File: src/nvcs_pkg.sv
// nvcs_pkg: constants shared by the nvm configuration store control block
// assumes: 12-bit serial-port register addresses, 8-bit register data
package nvcs_pkg;

  // ----------------------------------------------------------------
  // widths and register map
  // ----------------------------------------------------------------
  localparam int unsigned ADDR_W = 12;
  localparam int unsigned DATA_W = 8;
  localparam int unsigned NVM_AW = 10;
  localparam int unsigned TBL_N  = 23;
  localparam int unsigned IDX_W  = 5;

  localparam logic [ADDR_W-1:0] REG_TBL_FIRST = 12'ha00;
  localparam logic [ADDR_W-1:0] REG_TBL_LAST  = 12'ha16;
  localparam logic [ADDR_W-1:0] REG_STATUS    = 12'hb00;
  localparam logic [ADDR_W-1:0] REG_ERROR     = 12'hb01;
  localparam logic [ADDR_W-1:0] REG_RELOAD    = 12'hb02;
  localparam logic [ADDR_W-1:0] REG_STORE     = 12'hb03;
  localparam logic [ADDR_W-1:0] REG_UPDATE    = 12'h0ff;

  // ----------------------------------------------------------------
  // field positions
  // ----------------------------------------------------------------
  localparam int unsigned UPDATE_BIT  = 0;
  localparam int unsigned PENDING_BIT = 0;
  localparam int unsigned ERROR_BIT   = 0;
  localparam int unsigned WEN_BIT     = 0;
  localparam int unsigned RELOAD_BIT  = 1;
  localparam int unsigned STORE_BIT   = 0;

  // ----------------------------------------------------------------
  // segment table encoding
  // ----------------------------------------------------------------
  // data segment: [count-1 (bit 7 clear)] [addr high nibble] [addr low byte]
  localparam int unsigned       OPCODE_BIT = 7;
  localparam logic [DATA_W-1:0] OP_UPDATE  = 8'h80;
  localparam logic [DATA_W-1:0] OP_END     = 8'hff;
  localparam logic              WEN_RESET  = 1'b0;
  localparam logic [DATA_W-1:0] ZERO_BYTE  = 8'h00;

  // default walk: five 128-byte segments over 0x000..0x27f, then update, then end
  function automatic logic [DATA_W-1:0] nvcs_tbl_default(input logic [IDX_W-1:0] idx);
    logic [DATA_W-1:0] v;
    v = OP_END;
    case (idx)
      5'h00, 5'h03, 5'h06, 5'h09, 5'h0c: v = 8'h7f;
      5'h01, 5'h02, 5'h04, 5'h08, 5'h0e: v = 8'h00;
      5'h05, 5'h0b:                      v = 8'h80;
      5'h07, 5'h0a:                      v = 8'h01;
      5'h0d:                             v = 8'h02;
      5'h0f:                             v = OP_UPDATE;
      default:                           v = OP_END;
    endcase
    return v;
  endfunction

endpackage

File: src/nvcs_ctl_if.sv
// nvcs_ctl_if: control path between register file and table walker
// assumes: both ends on the same clock
`timescale 1ns/1ps
`default_nettype none
interface nvcs_ctl_if;
  import nvcs_pkg::*;
  logic                start_store;
  logic                start_load;
  logic                busy;
  logic                done;
  logic                err;
  logic                upd;
  logic [IDX_W-1:0]    tbl_idx;
  logic [DATA_W-1:0]   tbl_data;

  modport ctrl (output start_store, output start_load, output tbl_data,
                input busy, input done, input err, input upd, input tbl_idx);
  modport eng  (input start_store, input start_load, input tbl_data,
                output busy, output done, output err, output upd, output tbl_idx);
endinterface
`default_nettype wire

File: src/nvcs_walker.sv
// nvcs_walker: walks the segment table, moves bytes buffer <-> nvm with checksum
// assumes: nvm answers each request with a one-cycle ack, buffer reads are combinational
`timescale 1ns/1ps
`default_nettype none
module nvcs_walker
  import nvcs_pkg::*;
(
  // clock and reset
  input  wire logic                clk_i,
  input  wire logic                rst_ni,
  // control
  nvcs_ctl_if.eng                  ctl,
  // buffer registers
  output logic [ADDR_W-1:0]        buf_addr_o,
  output logic                     buf_we_o,
  output logic [DATA_W-1:0]        buf_wdata_o,
  input  wire logic [DATA_W-1:0]   buf_rdata_i,
  // nonvolatile memory
  output logic                     nvm_req_o,
  output logic                     nvm_we_o,
  output logic [NVM_AW-1:0]        nvm_addr_o,
  output logic [DATA_W-1:0]        nvm_wdata_o,
  input  wire logic [DATA_W-1:0]   nvm_rdata_i,
  input  wire logic                nvm_ack_i
);

  typedef enum logic [2:0] {
    S_IDLE  = 3'b000,
    S_FETCH = 3'b001,
    S_AHI   = 3'b010,
    S_ALO   = 3'b011,
    S_LATCH = 3'b100,
    S_XFER  = 3'b101,
    S_BWR   = 3'b110,
    S_DONE  = 3'b111
  } nvcs_state_t;

  nvcs_state_t       state_q;
  logic              store_q;
  logic              last_q;
  logic              err_q;
  logic [IDX_W-1:0]  idx_q;
  logic [6:0]        cnt_q;
  logic [ADDR_W-1:0] addr_q;
  logic [NVM_AW-1:0] naddr_q;
  logic [DATA_W-1:0] data_q;
  logic [DATA_W-1:0] sum_q;
  logic [DATA_W-1:0] entry;
  logic              seg_last;

  // past the table counts as end-of-data
  assign entry    = (idx_q >= IDX_W'(TBL_N)) ? OP_END : ctl.tbl_data;
  assign seg_last = (cnt_q == 7'h00);

  // ----------------------------------------------------------------
  // sequencer
  // ----------------------------------------------------------------
  always_ff @(posedge clk_i or negedge rst_ni) begin
    if (!rst_ni) begin
      state_q <= S_IDLE;
      store_q <= 1'b0;
      last_q  <= 1'b0;
      idx_q   <= '0;
      cnt_q   <= '0;
      addr_q  <= '0;
      naddr_q <= '0;
      data_q  <= '0;
      sum_q   <= '0;
    end else begin
      case (state_q)
        S_IDLE: begin
          if (ctl.start_store || ctl.start_load) begin
            state_q <= S_FETCH;
            store_q <= ctl.start_store;
            last_q  <= 1'b0;
            idx_q   <= '0;
            naddr_q <= '0;
            sum_q   <= '0;
          end
        end
        S_FETCH: begin
          if (entry[OPCODE_BIT] && entry != OP_UPDATE) begin
            last_q  <= 1'b1;
            data_q  <= sum_q;
            state_q <= S_XFER;
          end else if (entry[OPCODE_BIT]) begin
            idx_q <= idx_q + 1'b1;
          end else begin
            cnt_q   <= entry[6:0];
            idx_q   <= idx_q + 1'b1;
            state_q <= S_AHI;
          end
        end
        S_AHI: begin
          addr_q[ADDR_W-1:8] <= entry[3:0];
          idx_q              <= idx_q + 1'b1;
          state_q            <= S_ALO;
        end
        S_ALO: begin
          addr_q[7:0] <= entry;
          idx_q       <= idx_q + 1'b1;
          state_q     <= store_q ? S_LATCH : S_XFER;
        end
        S_LATCH: begin
          data_q  <= buf_rdata_i;
          state_q <= S_XFER;
        end
        S_XFER: begin
          if (nvm_ack_i) begin
            naddr_q <= naddr_q + 1'b1;
            if (last_q) begin
              state_q <= S_DONE;
            end else if (store_q) begin
              sum_q <= sum_q ^ data_q;
              if (seg_last) begin
                state_q <= S_FETCH;
              end else begin
                cnt_q   <= cnt_q - 1'b1;
                addr_q  <= addr_q + 1'b1;
                state_q <= S_LATCH;
              end
            end else begin
              data_q  <= nvm_rdata_i;
              sum_q   <= sum_q ^ nvm_rdata_i;
              state_q <= S_BWR;
            end
          end
        end
        S_BWR: begin
          if (seg_last) begin
            state_q <= S_FETCH;
          end else begin
            cnt_q   <= cnt_q - 1'b1;
            addr_q  <= addr_q + 1'b1;
            state_q <= S_XFER;
          end
        end
        S_DONE:  state_q <= S_IDLE;
        default: state_q <= S_IDLE;
      endcase
    end
  end

  // checksum byte closes every image; a mismatch on load flags bad data
  always_ff @(posedge clk_i or negedge rst_ni) begin
    if (!rst_ni) begin
      err_q <= 1'b0;
    end else if (state_q == S_IDLE && (ctl.start_store || ctl.start_load)) begin
      err_q <= 1'b0;
    end else if (state_q == S_XFER && nvm_ack_i && last_q && !store_q) begin
      err_q <= (nvm_rdata_i != sum_q);
    end
  end

  // ----------------------------------------------------------------
  // outputs
  // ----------------------------------------------------------------
  assign ctl.busy    = (state_q != S_IDLE);
  assign ctl.done    = (state_q == S_DONE);
  assign ctl.err     = err_q;
  assign ctl.tbl_idx = idx_q;
  // update opcode only acts on a load; a store just skips it
  assign ctl.upd     = (state_q == S_FETCH) && (entry == OP_UPDATE) && !store_q;
  assign buf_addr_o  = addr_q;
  assign buf_we_o    = (state_q == S_BWR);
  assign buf_wdata_o = data_q;
  assign nvm_req_o   = (state_q == S_XFER);
  assign nvm_we_o    = (state_q == S_XFER) && store_q;
  assign nvm_addr_o  = naddr_q;
  assign nvm_wdata_o = data_q;
endmodule
`default_nettype wire

File: src/nvcs_top.sv
// nvcs_top: nvm configuration store control, register file and command logic
// assumes: serial-port decoder gives one-cycle register strobes and a serial clock tick
`timescale 1ns/1ps
`default_nettype none
module nvcs_top
  import nvcs_pkg::*;
(
  // clock and reset
  input  wire logic                        clk_i,
  input  wire logic                        nrst_i,
  // register access from the serial port
  input  wire logic                        reg_wr_i,
  input  wire logic                        reg_rd_i,
  input  wire logic [nvcs_pkg::ADDR_W-1:0] reg_addr_i,
  input  wire logic [nvcs_pkg::DATA_W-1:0] reg_wdata_i,
  output logic      [nvcs_pkg::DATA_W-1:0] reg_rdata_o,
  input  wire logic                        sclk_tick_i,
  // pins and device-wide effects
  input  wire logic                        boot_sel_i,
  output logic                             update_all_o,
  output logic                             soft_reset_o,
  // buffer registers
  output logic      [nvcs_pkg::ADDR_W-1:0] buf_addr_o,
  output logic                             buf_we_o,
  output logic      [nvcs_pkg::DATA_W-1:0] buf_wdata_o,
  input  wire logic [nvcs_pkg::DATA_W-1:0] buf_rdata_i,
  // nonvolatile memory
  output logic                             nvm_req_o,
  output logic                             nvm_we_o,
  output logic      [nvcs_pkg::NVM_AW-1:0] nvm_addr_o,
  output logic      [nvcs_pkg::DATA_W-1:0] nvm_wdata_o,
  input  wire logic [nvcs_pkg::DATA_W-1:0] nvm_rdata_i,
  input  wire logic                        nvm_ack_i
);
  import nvcs_pkg::*;

  // ----------------------------------------------------------------
  // reset release
  // ----------------------------------------------------------------
  logic [1:0] rsync_q;
  logic       rst_n;

  always_ff @(posedge clk_i or negedge nrst_i) begin
    if (!nrst_i) begin
      rsync_q <= 2'b00;
    end else begin
      rsync_q <= {rsync_q[0], 1'b1};
    end
  end
  assign rst_n = rsync_q[1];

  // ----------------------------------------------------------------
  // decode
  // ----------------------------------------------------------------
  function automatic logic nvcs_hit(input logic [ADDR_W-1:0] a, input logic [ADDR_W-1:0] t);
    return a == t;
  endfunction

  nvcs_ctl_if ctl ();

  logic [DATA_W-1:0] tbl_q [TBL_N];
  logic              wen_q;
  logic              reload_q;
  logic              store_q;
  logic              upd_q;
  logic              soft_q;
  logic              start_store_q;
  logic              start_load_q;
  logic [DATA_W-1:0] rdata_q;
  logic              tbl_hit;
  logic [IDX_W-1:0]  tbl_wr_idx;
  logic              wr_reload;
  logic              wr_store;
  logic              wr_update;
  logic              reload_fire;

  assign tbl_hit    = reg_addr_i >= REG_TBL_FIRST && reg_addr_i <= REG_TBL_LAST;
  assign tbl_wr_idx = IDX_W'(reg_addr_i - REG_TBL_FIRST);
  assign wr_reload  = reg_wr_i && nvcs_hit(reg_addr_i, REG_RELOAD);
  assign wr_store   = reg_wr_i && nvcs_hit(reg_addr_i, REG_STORE) && reg_wdata_i[STORE_BIT];
  assign wr_update  = reg_wr_i && nvcs_hit(reg_addr_i, REG_UPDATE) && reg_wdata_i[UPDATE_BIT];
  // write is over once no strobe is present; the next serial tick acts
  assign reload_fire = reload_q && sclk_tick_i && !wr_reload;

  // ----------------------------------------------------------------
  // segment table
  // ----------------------------------------------------------------
  // frozen while a walk runs so the walker never sees a half-edited segment
  always_ff @(posedge clk_i or negedge rst_n) begin
    if (!rst_n) begin
      for (int i = 0; i < TBL_N; i++) begin
        tbl_q[i] <= nvcs_tbl_default(IDX_W'(i));
      end
    end else if (reg_wr_i && tbl_hit && !ctl.busy) begin
      tbl_q[tbl_wr_idx] <= reg_wdata_i;
    end
  end
  assign ctl.tbl_data = tbl_q[ctl.tbl_idx];

  // ----------------------------------------------------------------
  // write protection and reload
  // ----------------------------------------------------------------
  always_ff @(posedge clk_i or negedge rst_n) begin
    if (!rst_n) begin
      wen_q <= WEN_RESET;
    end else if (soft_q) begin
      wen_q <= WEN_RESET;
    end else if (wr_reload) begin
      wen_q <= reg_wdata_i[WEN_BIT];
    end
  end

  always_ff @(posedge clk_i or negedge rst_n) begin
    if (!rst_n) begin
      reload_q <= 1'b0;
    end else if (wr_reload && reg_wdata_i[RELOAD_BIT]) begin
      reload_q <= 1'b1;
    end else if (reload_fire) begin
      reload_q <= 1'b0;
    end
  end

  // boot pin high means pin-selected settings: the bit just clears
  always_ff @(posedge clk_i or negedge rst_n) begin
    if (!rst_n) begin
      soft_q       <= 1'b0;
      start_load_q <= 1'b0;
    end else begin
      soft_q       <= reload_fire && !boot_sel_i;
      start_load_q <= soft_q && !ctl.busy;
    end
  end

  // ----------------------------------------------------------------
  // store and update commands
  // ----------------------------------------------------------------
  // a protected or overlapping store never sets the bit; it reads 0 unless an earlier store is still running
  always_ff @(posedge clk_i or negedge rst_n) begin
    if (!rst_n) begin
      store_q       <= 1'b0;
      start_store_q <= 1'b0;
    end else begin
      start_store_q <= wr_store && wen_q && !ctl.busy && !store_q;
      if (wr_store && wen_q && !ctl.busy && !store_q) begin
        store_q <= 1'b1;
      end else if (ctl.done) begin
        store_q <= 1'b0;
      end
    end
  end

  always_ff @(posedge clk_i or negedge rst_n) begin
    if (!rst_n) begin
      upd_q <= 1'b0;
    end else begin
      upd_q <= wr_update || ctl.upd;
    end
  end

  assign ctl.start_store = start_store_q;
  assign ctl.start_load  = start_load_q;

  // ----------------------------------------------------------------
  // read back
  // ----------------------------------------------------------------
  always_ff @(posedge clk_i or negedge rst_n) begin
    if (!rst_n) begin
      rdata_q <= ZERO_BYTE;
    end else if (reg_rd_i) begin
      rdata_q <= ZERO_BYTE;
      if (tbl_hit) begin
        rdata_q <= tbl_q[tbl_wr_idx];
      end else if (nvcs_hit(reg_addr_i, REG_STATUS)) begin
        rdata_q[PENDING_BIT] <= ctl.busy;
      end else if (nvcs_hit(reg_addr_i, REG_ERROR)) begin
        rdata_q[ERROR_BIT] <= ctl.err;
      end else if (nvcs_hit(reg_addr_i, REG_RELOAD)) begin
        rdata_q[WEN_BIT]    <= wen_q;
        rdata_q[RELOAD_BIT] <= reload_q;
      end else if (nvcs_hit(reg_addr_i, REG_STORE)) begin
        rdata_q[STORE_BIT] <= store_q;
      end
    end
  end

  assign reg_rdata_o  = rdata_q;
  assign update_all_o = upd_q;
  assign soft_reset_o = soft_q;

  // ----------------------------------------------------------------
  // walker
  // ----------------------------------------------------------------
  nvcs_walker u_walker (
    .clk_i       (clk_i),
    .rst_ni      (rst_n),
    .ctl         (ctl.eng),
    .buf_addr_o  (buf_addr_o),
    .buf_we_o    (buf_we_o),
    .buf_wdata_o (buf_wdata_o),
    .buf_rdata_i (buf_rdata_i),
    .nvm_req_o   (nvm_req_o),
    .nvm_we_o    (nvm_we_o),
    .nvm_addr_o  (nvm_addr_o),
    .nvm_wdata_o (nvm_wdata_o),
    .nvm_rdata_i (nvm_rdata_i),
    .nvm_ack_i   (nvm_ack_i)
  );
endmodule
`default_nettype wire

File: config.mk
export PLATFORM = sky130hd
export DESIGN_NAME = nvcs_top
export DESIGN_NICKNAME = d
export VERILOG_FILES = /design/src/nvcs_pkg.sv /design/src/nvcs_ctl_if.sv /design/src/nvcs_walker.sv /design/src/nvcs_top.sv
export SDC_FILE = /design/constraint.sdc
export NUM_CORES = 1
export LEC_CHECK = 0
export ABC_CLOCK_PERIOD_IN_PS = 10200
export BUFFER_PORTS_ARGS = -buffer_cell sky130_fd_sc_hd__buf_2
export CAP_MARGIN = 10
export CELL_PAD_IN_SITES_DETAIL_PLACEMENT = 0
export CELL_PAD_IN_SITES_GLOBAL_PLACEMENT = 1
export CORE_AREA = 2 2 245 126
export DETAILED_ROUTE_END_ITERATION = 10
export DIE_AREA = 0 0 247 128
export GPL_ROUTABILITY_DRIVEN = 1
export PLACE_DENSITY = 0.87
export SYNTH_ARGS = -nofsm -noshare
export SYNTH_HDL_FRONTEND = slang
export SYNTH_SLANG_ARGS = --single-unit
File: constraint.sdc
create_clock -name clk_i -period 10.2 [get_ports clk_i]
set_clock_uncertainty 0.1 [all_clocks]
set_input_delay 1.53 -clock clk_i [delete_from_list [all_inputs] [get_ports clk_i]]
set_output_delay 1.53 -clock clk_i [all_outputs]
set_load 0.05 [all_outputs]
==> metrics.txt <==
status completed; Post-DRT Antenna Nets 0; n_diodes 0; die boundary height 128 um; Startpoint Class flop; final period utilization 0.437; maximum number of pins on one net before global-route repair 77; Worst Path Class, Setup flop to flop; final setup fails 0; Mapped Cells 1245; NumNets Final 1336; R2R cell count 8; syn nets 1293; Synth-to-Final Area Change 9.53%; CTS root buf clkbuf_16; top-area cell type share of the netlist area 0.276; clock latency at the later pin of the worst-skew pair 540 ps; clk sinks 257; CP Data Arrival Time 4750 ps; final wirelength 42.4 mm; # hold bufs at CTS 0; initial antenna violation count 0; PostCTS Resize Cnt 0; Max Cap Violations 0; GRT Residual Overflow 0; Total GRT Usage 0.273; Via Count 10900; vias in the first global route 10300; share of layout cells above drive strength 1 0.382; Initial DRT Pass Iterations 5; actual slew at the worst max-slew pin 1180 ps; Primary FF master, synth dfrtp_1; synth unique cells 74; max incr delay on CP 690 ps; class of the worst hold path flop to asynchronous set/reset pin; fill count 2548; placed wire-length estimate 29.9 mm; leakage 6.94 nW; crit path cell chain buf_4, mux4_1, mux2i_1, o21ai_0, or3_1, nor4_4, and4_1, o22ai_2; first-pass GRT wire length 65.1 mm; synthesized flop and latch total 257; Async S/R FF share, synth 1.00; worst-path fanout max 39; Rel. slew slack 0.206; Seq/Total Area, Yosys 0.451; synth top area cells dfrtp_1 28%, dfstp_2 18%, mux2_2 13%; pwr dens 218 nW/um2; Starting Density 0.489; Vias/cell 6.38; Core ar. 29700 um2; Finished Core Util 0.536; Largest delay share family, worst path simple AND/OR/NAND/NOR gates; mean area per synthesized cell 11.7 um2; clock transition at the registers of the reported paths 70 ps; fin crit period 4450 ps; H-tree depth 1; RR Endpoint u_walker.buf_wdata_o[7]; setup TNS 0 ps; Yosys top cell by area dfrtp_1; per-cell routed wire length 24.9 um; Die ar. 31600 um2; worst r2r src u_walker.ctl.tbl_idx[0]; Post-synth EDFFs 0; Critical Path RT 10490 ps; FP Rows 45; maximum vdd drop 0.000182 V; Port Buffers 93; # DRC 0; Post-CTS Setup Inserts 0; final RePlAce weighted congestion 0.999; TritonCTS Buffers 25; Hold Fails Final Rpt 0; hold slack 184 ps; YS warnings 0; R2R setup slack 5750 ps; DRT iter0 DRCs 1425; I/O pins 94; CTS Buffer Depth 3; Mapped Area 14500 um2; CTS tree built; Power Total 3.46 mW; Critical-path top delay cell mux4_1; FMAX 225 MHz; Critical Path Sink Type flop; CP Buf/Inv Count 1; RSZ-0062 raised after global routing false; Slew Viols, Final 0; Die Span X 247 um
-- kinds of logic (layout without fill, tap and decap cells) --
kind of cell / after synthesis / in the layout / synth area share
AO/OA/AOI/OAI: 236 / 236 / 0.107
XOR/XNOR: 15 / 15 / 0.00905
adder cells (fa/ha/maj): 5 / 5 / 0.00431
buffers and inverters: 117 / 178 / 0.0402
flip-flops: 257 / 257 / 0.451
multiplexers: 316 / 316 / 0.287
other: 1 / 1 / 0.000258
AND/OR/NAND/NOR: 298 / 298 / 0.101
-- area by class of cell --
class	count	area, um2	area share
Tap cell	399	499	0.0314
Inverter	23	86.3	0.00543
Multi-Input combinational cell	871	7390	0.464
Clock buffer	39	718	0.0452
Clock inverter	6	60.1	0.00378
Sequential cell	257	6560	0.412
Timing Repair Buffer	110	596	0.0374
-- placed cells by master, fill, tap and decap left out, drive strengths merged, types with 14 or more instances in the layout --
cell and count:
nor2 80, mux4 61, a21oi 50, dfrtp 160, a31oi 19, nand2 94
mux2 174, clkbuf 39, inv 21, or3 14, o211ai 20, mux2i 81
o21ai 65, buf 110, nand3 29, dfstp 97
-- stage by stage --
stage | std cells | area, um2 | setup WS (ps)
global placement | 1660 | 15100 | 5830
floorplan | 1245 | 14500 | 2580
CTS | 1705 | 15900 | 5830
detailed placement | 1660 | 15100 | 5730
finish | 1705 | 15900 | 5750
global route | 1705 | 15900 | 5610
-- report_power, final --
group | internal, mW | leakage [nW] | switching (mW) | total, mW
Clock | 0.509 | 0.375 | 0.404 | 0.913
Combinational | 0.425 | 3.43 | 0.865 | 1.29
Sequential | 1.12 | 3.14 | 0.142 | 1.26
-- how the worst max path moves through the flow --
stage / to / depth (start not counted) / start / slack [ps]
after global placement: tbl_q[77] / 10 / reg_addr_i[1] / 5830
after detailed placement: tbl_q[74] / 10 / reg_addr_i[1] / 5730
after CTS: u_walker.buf_wdata_o[7] / 8 / u_walker.ctl.tbl_idx[0] / 5830
after global routing: u_walker.buf_wdata_o[7] / 8 / u_walker.ctl.tbl_idx[0] / 5610
after floorplan: ctl.start_load / 0 / rsync_q[1] / 2580
final: u_walker.buf_wdata_o[7] / 8 / u_walker.ctl.tbl_idx[0] / 5750
-- worst register-to-register path: cells and delay by family, from the launching register on --
family,cells,cell delay (ps)
multiplexers,2,1070
AO/OA/AOI/OAI,2,270
buffers and inverters,1,630
flip-flops,1,680
AND/OR/NAND/NOR,3,1560
-- layer usage --
layer / GRT usage / part of all wire
met1: 0.451 / 0.49
met2: 0.334 / 0.37
met3: 0.105 / 0.13
met4: 0.0291 / 0.0094
met5: 0 / 0
-- cells in the mapped netlist, drive strengths merged (10+ instances only) --
cell type	count
inv	21
a31oi	19
and2	12
o21ai	65
o211ai	20
nor2	80
nand4	11
a21oi	50
dfstp	97
dfrtp	160
clkbuf	52
buf	42
mux2i	81
mux4	61
nor3	11
nor2b	11
o22a	13
o22ai	13
nand2	94
a211oi	10
mux2	174
nand3	29
or3	14
-- flip-flops by register name, indices dropped and copies added, names as in the netlist, 3 cells and up --
register              flops
u_walker.ctl.tbl_idx      5
u_walker.cnt_q            7
u_walker.buf_wdata_o      8
u_walker.nvm_addr_o      10
reg_rdata_o               8
u_walker.buf_addr_o      12
u_walker.state_q          3
tbl_q                   184
u_walker.sum_q            8
Note: power is estimated with default switching activity, not from simulation.
